`config.mk`:
```
export PLATFORM = sky130hd
export DESIGN_NAME = multi_port_timestamp_capture
export DESIGN_NICKNAME = d
export VERILOG_FILES = /design/src/rtl/stamp_pkg.sv /design/src/rtl/multi_port_timestamp_capture.sv
export SDC_FILE = /design/constraint.sdc
export NUM_CORES = 1
export LEC_CHECK = 0
export ABC_AREA = 1
export BUFFER_PORTS_ARGS = -buffer_cell sky130_fd_sc_hd__buf_4
export CAP_MARGIN = 10
export CORE_MARGIN = 5
export CORE_UTILIZATION = 60
export CTS_CLUSTER_DIAMETER = 60
export DETAILED_ROUTE_END_ITERATION = 6
export PLACE_DENSITY = 0.8
export SYNTH_ARGS = -nofsm -noshare
export SYNTH_HDL_FRONTEND = slang
export SYNTH_SLANG_ARGS = --single-unit
```
`constraint.sdc`:
```
create_clock -name hclk -period 3.48 [get_ports hclk]
set_input_delay 0.87 -clock hclk [delete_from_list [all_inputs] [get_ports hclk]]
set_output_delay 0.87 -clock hclk [all_outputs]
set_load 0.05 [all_outputs]
```
`src/rtl/stamp_pkg.sv`:
```
// Package with register map, field layout and timing constants of the timestamp capture unit.
package stamp_pkg;
  localparam int NUM_PORTS = 4;
  localparam int STAMP_W = 16;
  localparam int IDX_W = 8;
  localparam logic [IDX_W-1:0] IDX_CONFIG = 8'h25;
  localparam logic [IDX_W-1:0] IDX_CONTROL = 8'h26;
  localparam logic [IDX_W-1:0] IDX_LINE_HI = 8'h27;
  localparam logic [IDX_W-1:0] IDX_LINE_LO = 8'h28;
  localparam logic [IDX_W-1:0] IDX_STATUS = 8'h29;
  localparam logic [IDX_W-1:0] IDX_STAMP_BASE = 8'h2A;
  localparam logic [IDX_W-1:0] IDX_IRQ_STATUS = 8'h32;
  localparam logic [IDX_W-1:0] IDX_IRQ_MASK = 8'h33;
  localparam int CFG_EDGE_BIT = 6;
  localparam int CFG_RES_LSB = 4;
  localparam int CFG_ALL_BIT = 3;
  localparam int CFG_FREE_BIT = 1;
  localparam int CFG_POINT_BIT = 0;
  localparam int CTL_FREEZE_BIT = 4;
  localparam int STS_READY_BIT = 4;
  localparam logic [7:0] CONFIG_RESET = 8'h00;
  localparam logic [7:0] CONTROL_RESET = 8'h00;
  localparam logic [7:0] CONFIG_MASK = 8'h7B;
  localparam logic [7:0] CONTROL_MASK = 8'h1F;
  localparam logic [4:0] IRQ_RESET = 5'h00;
  localparam int CLK_PERIOD_PS = 4000;
  localparam int RES0_NS = 40;
  localparam int RES1_NS = 80;
  localparam int RES2_NS = 160;
  localparam int RES3_NS = 1000;
  localparam logic [7:0] RES0_CYC = 8'(RES0_NS * 1000 / CLK_PERIOD_PS);
  localparam logic [7:0] RES1_CYC = 8'(RES1_NS * 1000 / CLK_PERIOD_PS);
  localparam logic [7:0] RES2_CYC = 8'(RES2_NS * 1000 / CLK_PERIOD_PS);
  localparam logic [7:0] RES3_CYC = 8'(RES3_NS * 1000 / CLK_PERIOD_PS);
  localparam logic [1:0] HTRANS_NONSEQ = 2'h2;
  localparam logic [1:0] HRESP_OKAY = 2'h0;
endpackage : stamp_pkg

```
`src/rtl/multi_port_timestamp_capture.sv`:
```
// Timestamp capture unit: AHB-Lite registers, tick counter and per-port capture.
//
// Added by the designer: the AHB-Lite slave port.
module multi_port_timestamp_capture (
  input wire logic hclk,
  input wire logic hresetn,
  input wire logic hsel,
  input wire logic [31:0] haddr,
  input wire logic [1:0] htrans,
  input wire logic hwrite,
  input wire logic [2:0] hsize,
  input wire logic hready,
  input wire logic [31:0] hwdata,
  output logic [31:0] hrdata,
  output logic hreadyout,
  output logic [1:0] hresp,
  input wire logic frame_sync,
  input wire logic [stamp_pkg::NUM_PORTS-1:0] line_start,
  input wire logic [stamp_pkg::NUM_PORTS-1:0] frame_start,
  output logic irq
);
  import stamp_pkg::*;

  logic [7:0] config_reg;
  logic [7:0] control_reg;
  logic [15:0] capture_line_number;
  logic [7:0] addr_reg;
  logic wr_pend_reg;
  logic rd_wait_reg;
  logic [31:0] hrdata_reg;
  logic fs_prev_reg;
  logic [7:0] div_reg;
  logic [STAMP_W-1:0] stamp_reg;
  logic [NUM_PORTS-1:0] valid_reg;
  logic captures_ready_flag;
  logic [4:0] irq_status_reg;
  logic [4:0] irq_mask_reg;
  logic [STAMP_W-1:0] stamp_val_reg [NUM_PORTS];
  logic [15:0] line_cnt_reg [NUM_PORTS];

  // Bus decode. Writes are stored at the end of their data phase, when hwdata stands,
  // so the index of a write is held in addr_reg for one cycle.
  wire accept = hsel && htrans == HTRANS_NONSEQ && hready;
  wire [IDX_W-1:0] acc_idx = haddr[IDX_W+1:2];
  wire wr_config = wr_pend_reg && addr_reg == IDX_CONFIG;
  wire wr_control = wr_pend_reg && addr_reg == IDX_CONTROL;
  wire wr_line_hi = wr_pend_reg && addr_reg == IDX_LINE_HI;
  wire wr_line_lo = wr_pend_reg && addr_reg == IDX_LINE_LO;
  wire wr_irq_sts = wr_pend_reg && addr_reg == IDX_IRQ_STATUS;
  wire wr_irq_mask = wr_pend_reg && addr_reg == IDX_IRQ_MASK;
  wire [IDX_W-1:0] stamp_off = addr_reg - IDX_STAMP_BASE;
  wire in_stamps = addr_reg >= IDX_STAMP_BASE && stamp_off < IDX_W'(2 * NUM_PORTS);
  wire [STAMP_W-1:0] sel_stamp = stamp_val_reg[stamp_off[2:1]];
  wire [7:0] sel_byte = stamp_off[0] ? sel_stamp[7:0] : sel_stamp[15:8];

  // Configuration fields.
  wire sync_edge_select = config_reg[CFG_EDGE_BIT];
  wire [1:0] tick_resolution_sel = config_reg[CFG_RES_LSB +: 2];
  wire ready_when_all_present = config_reg[CFG_ALL_BIT];
  wire free_running_select = config_reg[CFG_FREE_BIT];
  wire capture_point_select = config_reg[CFG_POINT_BIT];
  wire hold_captured_values = control_reg[CTL_FREEZE_BIT];
  wire [NUM_PORTS-1:0] port_capture_enable = control_reg[NUM_PORTS-1:0];
  wire freeze_set = wr_control && hwdata[CTL_FREEZE_BIT];
  wire freeze_release = wr_control && !hwdata[CTL_FREEZE_BIT] && hold_captured_values;

  // Tick generation and counter.
  // The divider compares with >= so that a switch to a finer resolution ends the
  // current tick at once instead of letting the divider run through its whole range.
  wire fs_rise = frame_sync && !fs_prev_reg;
  wire fs_fall = !frame_sync && fs_prev_reg;
  wire fs_active = sync_edge_select ? fs_fall : fs_rise;
  wire stamp_restart = fs_active && !free_running_select;
  wire [7:0] tick_len = tick_resolution_sel == 2'b00 ? RES0_CYC :
                        tick_resolution_sel == 2'b01 ? RES1_CYC :
                        tick_resolution_sel == 2'b10 ? RES2_CYC : RES3_CYC;
  wire tick = div_reg >= tick_len - 8'h01;

  // Capture events per port.
  // Each port keeps its own line counter, cleared at its frame start and saturating at
  // the top, so a long frame cannot wrap round and capture a second time.
  logic [NUM_PORTS-1:0] cap;
  genvar p;
  generate
    for (p = 0; p < NUM_PORTS; p++) begin : g_port
      wire at_line = line_start[p] && (line_cnt_reg[p] + 16'h0001) == capture_line_number;
      wire armed = !free_running_select || line_cnt_reg[p] >= capture_line_number;
      wire event_hit = capture_point_select ? (frame_start[p] && armed) : at_line;
      assign cap[p] = event_hit && port_capture_enable[p] && !hold_captured_values;

      always_ff @(posedge hclk or negedge hresetn) begin
        if (!hresetn) begin
          line_cnt_reg[p] <= 16'h0000;
          stamp_val_reg[p] <= 16'h0000;
        end else begin
          if (frame_start[p]) begin
            line_cnt_reg[p] <= 16'h0000;
          end else if (line_start[p] && line_cnt_reg[p] != 16'hFFFF) begin
            line_cnt_reg[p] <= line_cnt_reg[p] + 16'h0001;
          end
          if (cap[p]) begin
            stamp_val_reg[p] <= stamp_reg;
          end
        end
      end
    end
  endgenerate

  // Readiness.
  // A freeze write wins over a capture that would make the stamps ready in the same
  // cycle, so software never sees ready while the values are held.
  wire all_in = port_capture_enable != '0 &&
                (valid_reg & port_capture_enable) == port_capture_enable;
  wire ready_cond = ready_when_all_present ? all_in : (all_in && fs_active);
  wire ready_set = ready_cond && !hold_captured_values && !freeze_set;
  wire ready_next = freeze_set ? 1'b0 : (ready_set ? 1'b1 : captures_ready_flag);

  // Interrupt status: bit 0 readiness, bits 4:1 port captures.
  wire [4:0] irq_events = {cap, ready_set && !captures_ready_flag};
  wire [4:0] irq_clear = wr_irq_sts ? hwdata[4:0] : 5'h00;
  wire [4:0] irq_status_next = irq_events | (irq_status_reg & ~irq_clear);

  // Read mux.
  // Read data are latched one cycle after the address phase, so a read that follows a
  // write to the same register returns the new value.
  wire [7:0] status_byte = {3'b000, captures_ready_flag, valid_reg};
  wire [7:0] rd_byte = addr_reg == IDX_CONFIG ? config_reg :
                       addr_reg == IDX_CONTROL ? control_reg :
                       addr_reg == IDX_LINE_HI ? capture_line_number[15:8] :
                       addr_reg == IDX_LINE_LO ? capture_line_number[7:0] :
                       addr_reg == IDX_STATUS ? status_byte :
                       addr_reg == IDX_IRQ_STATUS ? {3'b000, irq_status_reg} :
                       addr_reg == IDX_IRQ_MASK ? {3'b000, irq_mask_reg} :
                       in_stamps ? sel_byte : 8'h00;

  assign hrdata = hrdata_reg;
  assign hreadyout = !rd_wait_reg;
  assign hresp = HRESP_OKAY;
  assign irq = |(irq_status_reg & irq_mask_reg);

  always_ff @(posedge hclk or negedge hresetn) begin
    if (!hresetn) begin
      addr_reg <= 8'h00;
      wr_pend_reg <= 1'b0;
      rd_wait_reg <= 1'b0;
      hrdata_reg <= 32'h0000_0000;
    end else begin
      wr_pend_reg <= accept && hwrite;
      rd_wait_reg <= accept && !hwrite;
      if (accept) begin
        addr_reg <= acc_idx;
      end
      if (rd_wait_reg) begin
        hrdata_reg <= {24'h00_0000, rd_byte};
      end
    end
  end

  always_ff @(posedge hclk or negedge hresetn) begin
    if (!hresetn) begin
      config_reg <= CONFIG_RESET;
      control_reg <= CONTROL_RESET;
      capture_line_number <= 16'h0000;
      irq_mask_reg <= IRQ_RESET;
    end else begin
      if (wr_config) config_reg <= hwdata[7:0] & CONFIG_MASK;
      if (wr_control) control_reg <= hwdata[7:0] & CONTROL_MASK;
      if (wr_line_hi) capture_line_number[15:8] <= hwdata[7:0];
      if (wr_line_lo) capture_line_number[7:0] <= hwdata[7:0];
      if (wr_irq_mask) irq_mask_reg <= hwdata[4:0];
    end
  end

  always_ff @(posedge hclk or negedge hresetn) begin
    if (!hresetn) begin
      fs_prev_reg <= 1'b0;
      div_reg <= 8'h00;
      stamp_reg <= 16'h0000;
    end else begin
      fs_prev_reg <= frame_sync;
      // The active edge restarts divider and count together, so the first tick comes
      // one full resolution period after the edge.
      if (stamp_restart) begin
        div_reg <= 8'h00;
        stamp_reg <= 16'h0000;
      end else if (tick) begin
        div_reg <= 8'h00;
        stamp_reg <= stamp_reg + 16'h0001;
      end else begin
        div_reg <= div_reg + 8'h01;
      end
    end
  end

  always_ff @(posedge hclk or negedge hresetn) begin
    if (!hresetn) begin
      valid_reg <= '0;
      captures_ready_flag <= 1'b0;
      irq_status_reg <= IRQ_RESET;
    end else begin
      captures_ready_flag <= ready_next;
      irq_status_reg <= irq_status_next;
      // A new round starts when software lifts the freeze.
      valid_reg <= freeze_release ? cap : (valid_reg | cap);
    end
  end
endmodule : multi_port_timestamp_capture

```
==> key figures, run 1 <==
Run status
  – Outcome: complete, no violations

Timing
  – RSZ-0062 raised after global routing: false
  – Final setup fails: 0
  – Max frequency: approximately 330 MHz
  – Worst slew pin tran: roughly 0.74 ns
  – Setup TNS: 0 ns
  – Final worst-path cycle share: 85.9%
  – Slew Limit Fails: 0
  – Hold Vio Cnt, Final: 0
  – Rel. slew slack: between 50% and 60%
  – Max Clock Skew: around 0.014 ns
  – Tmin final: 2.99 ns

Worst setup path
  – R2R setup slack: between 0.4 and 0.5 ns
  – FF-to-FF End: stamp_reg[13]
  – Required time of the critical path: slightly below 4 ns
  – Critical path launch point type: flop
  – Crit. End Element: flop
  – FF-to-FF Start: config_reg[5]
  – Worst R2R Path Depth: 16
  – Kind of critical path: reg2reg
  – Worst-path fanout max: 9
  – Crit path arrival time: around 3.4 ns

Route
  – Vias/cell: slightly below 6
  – Remaining antenna violation count: 0
  – Residual DRC count: 0
  – Final wirelength: around 41000 um
  – Wl on met1: around 16000 um
  – DR iter-0 viols: about 1200
  – Post-DR wirelength/cell: roughly 18 um
  – Met2 wire len: roughly 20000 um
  – Detailed Routing Iterations Pass 1: 5
  – Top Metal Used: met4
  – Routed length on met3: between 3000 and 4000 um
  – Vias: roughly 13000

Hold path
  – Worst hold path type: in2async

Synth
  – Synthesized area per cell: between 7 and 8 um2
  – Async S/R FF share, synth: 100%
  – Synth Instances: approximately 1900
  – Synth Register Bits: around 210
  – Sequential area share after synthesis: 38.6%
  – Main synth FF type: dfrtp_1
  – Syn Std Cell Area: approximately 0.014 mm2
  – Netlist cell types: 51
  – EDFF count, synth: 0
  – Synth warn: 0

Clock network
  – Clk root buf: clkbuf_16
  – Clk buf depth: 3
  – Post-CTS sizing: 0
  – CTS tree: built
  – Clk_lat worst skew: 0.53 ns
  – CTS Buf Count: 25
  – Clock transition at the registers of the reported paths: roughly 0.060 ns
  – H-tree Lvls: 1
  – CTS Hold Bufs: 0
  – Post-CTS setup buffers: 0
  – # clock sinks: 213

Global routing
  – Largest net degree at the start of global routing: 66
  – Initial antenna violation count: 0
  – Grt total ovfl: 0
  – GR Util All Layers: a little under a third
  – First-pass GRT wire length: ~65000 um
  – Vias in the first global route: around 13000

Power and ir drop
  – Clk pwr share: about 45%
  – Peak VDD IR: 0.447 mV
  – P_int: between 4000 and 5000 uW
  – Sw Ratio: between 20% and 30%
  – Cell Pwr Density: roughly 400 mW/mm2
  – Leakage: about 0.008 uW
  – Sequential share of power: roughly 43%
  – Combinational power share: 12.2%
  – Switching pwr: ~1700 uW

Cells and area
  – Share of layout cells above drive strength 1: between 8 and 9%
  – Ant. Diodes: 0
  – Syn-to-layout area delta: 10.9%
  – Fin cells: 2250
  – Nets: between 2000 and 2500

Floorplan
  – Initial Util: 61.0%
  – Core Region: 0.0226 mm2
  – Top Ports: 119
  – Die Footprint: ~0.026 mm2
  – Die Wd: between 150 and 200 um
  – Rows: 55
  – Die height: ~160 um

Placement
  – Placed Cells: approximately 2200
  – Hpwl dp: 29300 um
  – PortBufs: 41
  – Routability cong.: 0.994

Job
  – Max_cap viols: 0
-- layout by cell type, fill, tap and decap left out, types with 34 or more instances in the layout --
cell / netlist / routed
ha_1: 84 / 84
nor2_1: 167 / 167
nand4_1: 34 / 34
o22ai_1: 47 / 47
inv_1: 173 / 173
dfrtp_1: 213 / 213
a21oi_1: 71 / 71
o21ai_0: 119 / 119
nand2_1: 556 / 556
buf_4: 28 / 71
nand3_1: 185 / 185
xor2_1: 36 / 36
-- stage by stage --
step | hold WS, ns | utilization, % | area [um2] | total power (uW) | setup WS (ns)
CTS | 0.293 | 67.6 | 15300 | 6150 | 0.489
global route | 0.298 | 67.6 | 15300 | 6340 | 0.153
floorplan | 0.442 | - | 13900 | 3160 | 0.874
global placement | 0.453 | 63.8 | 14400 | 3380 | 0.617
detailed placement | 0.459 | 63.8 | 14400 | 3400 | 0.508
finish | 0.252 | 67.6 | 15300 | 6120 | 0.490
-- worst max-delay path, cell delays in order, from the launching register on --
cell and delay, ns:
dfrtp_1 0.36, inv_1 0.09, ha_1 0.32, nand2_1 0.06, nor2_1 0.11, xnor2_1 0.14
ha_1 0.18, a21oi_1 0.06, o21a_1 0.16, nand2_1 0.24, inv_1 0.15, nor3_1 0.21
inv_1 0.09, nor2_1 0.24, inv_1 0.11, o21ai_0 0.17, nor3b_1 0.21
-- cell usage after synthesis, types with 5 or more instances --
cell,number,area [um2]
buf_1,5,18.8
buf_4,28,210
xor2_1,36,315
a21oi_1,71,355
o21ai_1,8,40.0
o21ai_0,119,596
nor4_1,5,31.3
nand2_4,5,56.3
nor2_1,167,627
nand3_1,185,926
nor3_1,31,155
ha_1,84,1050
xnor2_1,8,70.1
o22ai_1,47,294
nand2_1,556,2090
nand2_2,7,43.8
nand4_1,34,213
nor3_2,5,50.1
dfrtp_1,213,5330
clkbuf_1,23,86.3
inv_1,173,649
a31oi_1,5,31.3
buf_2,9,45.0
nor2_2,12,75.1
-- power by group through the flow --
stage | combinational [uW] | sequential [uW] | clock (uW)
final | 747 | 2620 | 2760
after floorplan | 501 | 2660 | 0
after detailed placement | 742 | 2660 | 0
after CTS | 745 | 2620 | 2780
after global routing | 828 | 2630 | 2880
after global placement | 723 | 2660 | 0
-- final cells by class --
type / count / area, um2
timing repair buffer: 74 / 588
clock buffer: 33 / 716
sequential: 213 / 5330
inverter: 179 / 672
multi-input combinational: 1453 / 7500
tap: 285 / 357
fill: 1901 / 7330
clock inverter: 13 / 154
-- layer usage --
layer / up-vias / GRT usage [%]
li1: 6337 / -
met1: 6290 / 38.7
met2: 561 / 52.1
met3: 137 / 5.05
met4: 0 / 14.3
met5: - / 0
-- logic make-up (layout without fill, tap and decap cells) --
logic type,count (synthesis),count (layout),synth area share (%)
adder cells (fa/ha/maj),84,84,7.61
other,1,26,0.0272
AO/OA/AOI/OAI,271,271,10.8
flip-flops,213,213,38.6
AND/OR/NAND/NOR,1025,1025,32.0
buffers and inverters,248,299,7.80
XOR/XNOR,46,46,3.12
multiplexers,1,1,0.0815
-- worst max-delay path by stage --
| stage | slack [ns] | from | endpoint | depth (start not counted) |
|---|---|---|---|---|
| after floorplan | 0.87 | config_reg[5] | stamp_reg[14] | 18 |
| after global placement | 0.62 | config_reg[5] | stamp_reg[14] | 18 |
| after detailed placement | 0.51 | config_reg[5] | stamp_reg[13] | 16 |
| after CTS | 0.49 | config_reg[5] | stamp_reg[13] | 16 |
| after global routing | 0.15 | config_reg[5] | stamp_reg[14] | 18 |
| final | 0.49 | config_reg[5] | stamp_reg[13] | 16 |
Power figures use the tool's default switching activity.
==> run 2, diff against run 1 <==
--- a/config.mk
+++ b/config.mk
@@ -5,14 +5,11 @@
 export SDC_FILE = /design/constraint.sdc
 export NUM_CORES = 1
 export LEC_CHECK = 0
-export ABC_AREA = 1
 export BUFFER_PORTS_ARGS = -buffer_cell sky130_fd_sc_hd__buf_4
 export CAP_MARGIN = 10
 export CORE_MARGIN = 5
-export CORE_UTILIZATION = 60
-export CTS_CLUSTER_DIAMETER = 60
+export CORE_UTILIZATION = 40
 export DETAILED_ROUTE_END_ITERATION = 6
-export PLACE_DENSITY = 0.8
 export SYNTH_ARGS = -nofsm -noshare
 export SYNTH_HDL_FRONTEND = slang
 export SYNTH_SLANG_ARGS = --single-unit
==> run 2 against run 1 <==
Compared with the run above: setup slack worse by 0.089 ns; total power up 8.1%; clock power up 5%; critical endpoint is now stamp_val_reg[36]; largest power group unchanged.
==> key figures, run 2 <==
Global routing
  – First-pass GRT wire length: 59400 um (was 65200 um)
  – Initial antenna violation count: 0 (unchanged)
  – Vias in the first global route: 10500 (was 12900)
  – GR Util All Layers: 19.1% (was 30.7%)
  – Largest net degree at the start of global routing: 96 (was 66)
  – Grt total ovfl: 0 (unchanged)

Worst setup path
  – FF-to-FF Start: capture_line_number[7] (was config_reg[5])
  – Required time of the critical path: 3.90 ns (was 3.92 ns)
  – Critical Path Max Stage Delay: 0.71 ns (was 0.36 ns)
  – FF-to-FF End: stamp_val_reg[36] (was stamp_reg[13])
  – CP max stage cell: dfrtp_1 (unchanged)
  – Critical path launch point type: flop (unchanged)
  – Worst R2R Path Depth: 11 (was 16)
  – Cell breakdown of the critical path: inv_1, ha_1, nor4_1, nand2_1, a31oi_1, o21ai_0, nand3_1, a311oi_1, a31oi_4, buf_12, mux2_2 (was inv_1, ha_1, nand2_1, nor2_1, xnor2_1, ha_1, a21oi_1, o21a_1, nand2_1, inv_1, nor3_1, inv_1, nor2_1, inv_1, o21ai_0, nor3b_1)
  – Crit path arrival time: 3.50 ns (was 3.43 ns)
  – Kind of critical path: reg2reg (unchanged)
  – Crit. End Element: flop (unchanged)
  – Worst-path fanout max: 18 (was 9)
  – R2R setup slack: 0.40 ns (was 0.49 ns)

Synth
  – Main synth FF type: dfrtp_1 (unchanged)
  – Async S/R FF share, synth: 100% (unchanged)
  – Commonest cells in the netlist: 213 x dfrtp_1, 117 x nor2_1, 110 x nand2_1 (was 556 x nand2_1, 213 x dfrtp_1, 185 x nand3_1)
  – Synth top area cells: dfrtp_1 39%, ha_1 7.7%, mux2_2 7.5%, xor2_1 4.7%, xnor2_1 4.6% (was dfrtp_1 39%, nand2_1 15%, ha_1 7.6%, nand3_1 6.7%, inv_1 4.7%)
  – Leading area contributor after synthesis: dfrtp_1 (unchanged)
  – Synthesized area per cell: 9.94 um2 (was 7.31 um2)
  – Netlist cell types: 82 (was 51)
  – Synth Instances: 1379 (was 1889)
  – Synth Register Bits: 213 (unchanged)
  – Syn Std Cell Area: 0.0137 mm2 (was 0.0138 mm2)
  – Synth warn: 0 (unchanged)
  – EDFF count, synth: 0 (unchanged)
  – Post-synth top area share: 38.9% (was 38.6%)
  – Sequential area share after synthesis: 38.9% (was 38.6%)
  – Top-count cell post-synth: dfrtp_1 (was nand2_1)

Timing
  – Smallest hold slack: 0.315 ns (was 0.252 ns)
  – Worst slew pin tran: 0.822 ns (was 0.740 ns)
  – Final worst-path cycle share: 88.5% (was 85.9%)
  – RSZ-0062 raised after global routing: false (unchanged)
  – Hold Vio Cnt, Final: 0 (unchanged)
  – Slew Limit Fails: 0 (unchanged)
  – Tmin final: 3.08 ns (was 2.99 ns)
  – Max frequency: 325 MHz (was 334 MHz)
  – Final setup fails: 0 (unchanged)
  – Setup TNS: 0 ns (unchanged)
  – Rel. slew slack: 45.2% (was 50.2%)
  – Max Clock Skew: 0.0121 ns (was 0.0138 ns)

Floorplan
  – Rows: 67 (was 55)
  – Initial Util: 40.7% (was 61.0%)
  – Die Wd: 195 um (was 162 um)
  – Core Region: 0.0337 mm2 (was 0.0226 mm2)
  – Top Ports: 119 (unchanged)
  – Die Footprint: 0.0381 mm2 (was 0.0262 mm2)
  – Die height: 195 um (was 162 um)

Placement
  – Routability cong.: 0.875 (was 0.994)
  – PortBufs: 41 (unchanged)
  – Hpwl dp: 26600 um (was 29300 um)
  – Placed Cells: 1853 (was 2204)

Clock network
  – # clock sinks: 213 (unchanged)
  – H-tree Lvls: 1 (unchanged)
  – Clk root buf: clkbuf_16 (unchanged)
  – Clk_lat worst skew: 0.54 ns (was 0.53 ns)
  – CTS tree: built (unchanged)
  – Clock transition at the registers of the reported paths: 0.06 ns (about the same)
  – Clk buf depth: 3 (unchanged)
  – CTS Buf Count: 25 (unchanged)

Cells and area
  – Fin cells: 1899 (was 2250)
  – Nets: 1601 (was 2113)
  – Syn-to-layout area delta: 13.9% (was 10.9%)
  – Ant. Diodes: 0 (unchanged)
  – Most frequent cells in the layout: 213 x dfrtp_1, 117 x nor2_1, 110 x nand2_1 (was 556 x nand2_1, 213 x dfrtp_1, 185 x nand3_1)
  – Share of layout cells above drive strength 1: 19.5% (was 8.30%)
  – Commonest non-fill, non-tap cell in the layout: dfrtp_1 (was nand2_1)

Route
  – DR iter-0 viols: 641 (was 1216)
  – Final wirelength: 37000 um (was 40800 um)
  – Detailed Routing Iterations Pass 1: 5 (unchanged)
  – Post-DR wirelength/cell: 19.5 um (was 18.1 um)
  – Vias/cell: 5.54 (was 5.92)
  – Remaining antenna violation count: 0 (unchanged)
  – Residual DRC count: 0 (unchanged)
  – Vias: 10500 (was 13300)

Hold path
  – Worst hold path type: in2async (unchanged)

Job
  – Max_cap viols: 0 (unchanged)

Power and ir drop
  – Cell Pwr Density: 424 mW/mm2 (was 400 mW/mm2)
  – Overall power: 6620 uW (was 6120 uW)
  – Peak VDD IR: 0.429 mV (was 0.447 mV)
  – Leakage: 0.00712 uW (was 0.00788 uW)

Run status
  – Outcome: complete, no violations (unchanged)
-- run 2: cell type report --
type                    instances  area (um2)
multi-input cells            1045        7790
well taps                     448         561
clock buffers                  35         743
repair buffers                105         858
flip-flops and latches        213        5330
clock inverters                 9         171
fillers                      3185       18100
inverters                      44         165
-- run 2: routing by layer --
| layer | part of all wire (%) | vias up | wire length, um | track usage (%) |
|---|---|---|---|---|
| met3 | 5.4 | 76 | 1990 | 2.40 |
| li1 | - | 4983 | - | - |
| met1 | 44 | 5151 | 16400 | 26.2 |
| met5 | 0 | - | 0 | 0 |
| met4 | 3.1 | 0 | 1160 | 4.94 |
| met2 | 47 | 305 | 17400 | 32.1 |
-- run 2: report_power, final --
group | total (uW) | switching, uW | internal (uW) | leakage [uW]
logic | 987 | 604 | 383 | 0.00383
registers | 2750 | 159 | 2590 | 0.00283
clock network | 2890 | 1100 | 1790 | 0.000451
total | 6620 | 1860 | 4760 | 0.00712
-- run 2: worst max-delay path: cells and delay by family (launching register included) --
kind | cells | cell delay [ns]
simple gates | 3 | 0.43
flops | 1 | 0.71
fa+ha+maj | 1 | 0.29
compound gates | 4 | 0.63
mux | 1 | 0.35
buf+inv | 2 | 0.53
-- run 2: logic make-up after synthesis --
group           count (synthesis)  synth area share (%)
fa+ha+maj                      84                  7.66
xor+xnor                      146                  9.32
other cells                     1                0.0273
flops                         213                  38.9
mux                           134                  12.6
simple gates                  456                  16.8
buf+inv                       146                  5.01
compound gates                199                  9.74
-- run 2: per-stage QoR --
stage,setup slack (ns),area (um2),utilization [%]
2_1_floorplan,0.130,13800,-
3_3_place_gp,0.115,14700,43.6
3_5_place_dp,0.0571,14700,43.6
4_1_cts,0.0627,15600,46.3
5_1_grt,0.263,15600,46.3
6_report,0.401,15600,46.3
-- run 2: timing repair --
item	4_1_cts	5_1_grt
hold buffers	0	0
buffers inserted	0	2
gates resized for setup	0	0
setup endpoints to repair	0	16
-- run 2: worst max path at each step --
stage / slack [ns] / from / endpoint
2_1_floorplan: 0.13 / addr_reg[1] / hrdata[4]
3_3_place_gp: 0.11 / line_cnt_reg[48] / stamp_val_reg[49]
3_5_place_dp: 0.06 / line_cnt_reg[48] / stamp_val_reg[49]
4_1_cts: 0.06 / line_cnt_reg[48] / stamp_val_reg[51]
5_1_grt: 0.26 / line_cnt_reg[32] / stamp_val_reg[35]
6_report: 0.40 / capture_line_number[7] / stamp_val_reg[36]
==> run 3, diff against run 2 <==
--- a/config.mk
+++ b/config.mk
@@ -5,11 +5,11 @@
 export SDC_FILE = /design/constraint.sdc
 export NUM_CORES = 1
 export LEC_CHECK = 0
-export BUFFER_PORTS_ARGS = -buffer_cell sky130_fd_sc_hd__buf_4
 export CAP_MARGIN = 10
 export CORE_MARGIN = 5
 export CORE_UTILIZATION = 40
 export DETAILED_ROUTE_END_ITERATION = 6
+export DONT_BUFFER_PORTS = 1
 export SYNTH_ARGS = -nofsm -noshare
 export SYNTH_HDL_FRONTEND = slang
 export SYNTH_SLANG_ARGS = --single-unit
==> run 3 against run 2 <==
Compared with the run above: cell area is 3.5% lower; critical path depth is 1 lower; count of clock-buffer cells in the layout is 3 lower; non-clock buffer count is 64 lower; sequential power is 1% higher; sequential share of layout area is 1.2 points higher; total power is 4.2% lower; critical endpoint is now stamp_val_reg[50]; highest routed layer unchanged.
==> key figures, run 3 (synthesis results as in run 2) <==
Floorplan
  – Die Footprint: 0.0381 mm2 (unchanged)
  – Top Ports: 119 (unchanged)
  – Die height: 195 um (unchanged)
  – Die Wd: 195 um (unchanged)
  – Core Region: 0.0337 mm2 (unchanged)
  – Initial Util: 40.7% (unchanged)
  – Rows: 67 (unchanged)

Cells and area
  – Fillers: 3248 (was 3185)
  – Share of layout cells above drive strength 1: 15.8% (was 19.5%)
  – Ant. Diodes: 0 (unchanged)
  – Nets: 1537 (was 1601)
  – Commonest non-fill, non-tap cell in the layout: dfrtp_1 (unchanged)
  – Syn-to-layout area delta: 9.89% (was 13.9%)
  – Most frequent cells in the layout: 213 x dfrtp_1, 117 x nor2_1, 110 x nand2_1 (unchanged)
  – Design Area, Final: 0.0151 mm2 (was 0.0156 mm2)

Clock network
  – # clock sinks: 213 (unchanged)
  – CTS tree: built (unchanged)
  – Clk root buf: clkbuf_16 (unchanged)
  – H-tree Lvls: 1 (unchanged)
  – Post-CTS sizing: 0 (unchanged)
  – Clk_lat worst skew: 0.55 ns (was 0.54 ns)
  – CTS Hold Bufs: 0 (unchanged)
  – Clock transition at the registers of the reported paths: 0.07 ns (was 0.06 ns)
  – CTS Buf Count: 25 (unchanged)
  – Post-CTS setup buffers: 0 (unchanged)
  – Clk buf depth: 3 (unchanged)

Worst setup path
  – Critical path launch point type: flop (unchanged)
  – Worst-path fanout max: 18 (unchanged)
  – Crit path arrival time: 3.69 ns (was 3.50 ns)
  – Kind of critical path: reg2reg (unchanged)
  – Required time of the critical path: 3.90 ns (about the same)
  – Crit. End Element: flop (unchanged)

Hold path
  – Worst hold path type: in2async (unchanged)

Placement
  – Routability cong.: 0.891 (was 0.875)
  – Hpwl dp: 25400 um (was 26600 um)
  – DP Area: 0.0142 mm2 (was 0.0147 mm2)
  – PortBufs: 0 (was 41)

Power and ir drop
  – Cell Pwr Density: 421 mW/mm2 (was 424 mW/mm2)
  – Overall power: 6340 uW (was 6620 uW)
  – Leakage: 0.00676 uW (was 0.00712 uW)
  – Peak VDD IR: 0.329 mV (was 0.429 mV)

Global routing
  – Initial antenna violation count: 0 (unchanged)
  – Largest net degree at the start of global routing: 214 (was 96)
  – First-pass GRT wire length: 58200 um (was 59400 um)
  – Grt total ovfl: 0 (unchanged)
  – GR Util All Layers: 18.7% (was 19.1%)
  – Vias in the first global route: 10300 (was 10500)

Timing
  – Slew Limit Fails: 0 (unchanged)
  – RSZ-0062 raised after global routing: false (unchanged)
  – Worst slew pin tran: 0.686 ns (was 0.822 ns)
  – Rel. slew slack: 53.1% (was 45.2%)
  – Tmin final: 3.27 ns (was 3.08 ns)
  – Hold Vio Cnt, Final: 0 (unchanged)
  – Setup TNS: 0 ns (unchanged)
  – Final worst-path cycle share: 93.9% (was 88.5%)
  – Max frequency: 306 MHz (was 325 MHz)
  – Final setup fails: 0 (unchanged)
  – Max Clock Skew: 0.0149 ns (was 0.0121 ns)

Route
  – Vias/cell: 5.57 (was 5.54)
  – Post-DR wirelength/cell: 19.6 um (was 19.5 um)
  – DR iter-0 viols: 705 (was 641)
  – Remaining antenna violation count: 0 (unchanged)
  – Final wirelength: 36000 um (was 37000 um)
  – Vias: 10200 (was 10500)
  – Residual DRC count: 0 (unchanged)
  – Detailed Routing Iterations Pass 1: 5 (unchanged)

Job
  – Max_cap viols: 0 (unchanged)

Run status
  – Outcome: complete, no violations (unchanged)
## run 3: layout make-up
class	instances	area, um2	area share (%)
Multi-Input combinational cell	1045	7790	51.7
Sequential cell	213	5330	35.4
Clock buffer	32	692	4.59
Tap cell	448	561	3.72
Timing Repair Buffer	41	358	2.37
Clock inverter	14	174	1.15
Inverter	44	165	1.10
## run 3: worst max-delay path: stages, from the launching register on
cell and delay, ns:
dfrtp_1 0.41, ha_1 0.24, nand3_2 0.16, or2_1 0.34, nor3_1 0.35, xnor2_1 0.17
a21oi_1 0.09, or4_1 0.59, o21ai_4 0.23, buf_12 0.22, mux2_2 0.35
## run 3: stage by stage
stage               util, %  hold WS, ns  cells  setup slack (ns)
floorplan                 -        0.457   1404             0.130
global placement       42.1        0.471   1791             0.298
detailed placement     42.1        0.480   1791             0.273
CTS                    44.7       0.0145   1837             0.248
global route           44.7      0.00918   1837            0.0165
finish                 44.7       0.0210   1837             0.212
## run 3: path summary, 6_finish.rpt
kind / start / end / slack [ns] / depth (start not counted)
min reg2reg: stamp_val_reg[29] / stamp_val_reg[29] / 0.49 / 1
max reg2reg: line_cnt_reg[48] / stamp_val_reg[50] / 0.21 / 10
min: hresetn / line_cnt_reg[11] / 0.02 / 0
max: line_cnt_reg[48] / stamp_val_reg[50] / 0.21 / 10
min in group hclk: frame_sync / fs_prev_reg / 0.36 / 0
max in group asynchronous: hresetn / stamp_reg[0] / 3.21 / 0
## run 3: report_power, final
| part | internal (uW) | switching, uW |
|---|---|---|
| registers | 2580 | 203 |
| logic | 338 | 472 |
| clock network | 1640 | 1110 |
## run 3: routing by layer
layer | wire length [um] | track usage (%) | vias to the layer above
li1 | - | - | 4829
met1 | 16000 | 25.7 | 5089
met2 | 16500 | 30.2 | 242
met3 | 2270 | 3.84 | 70
met4 | 1160 | 5.51 | 0
met5 | 0 | 0 | -
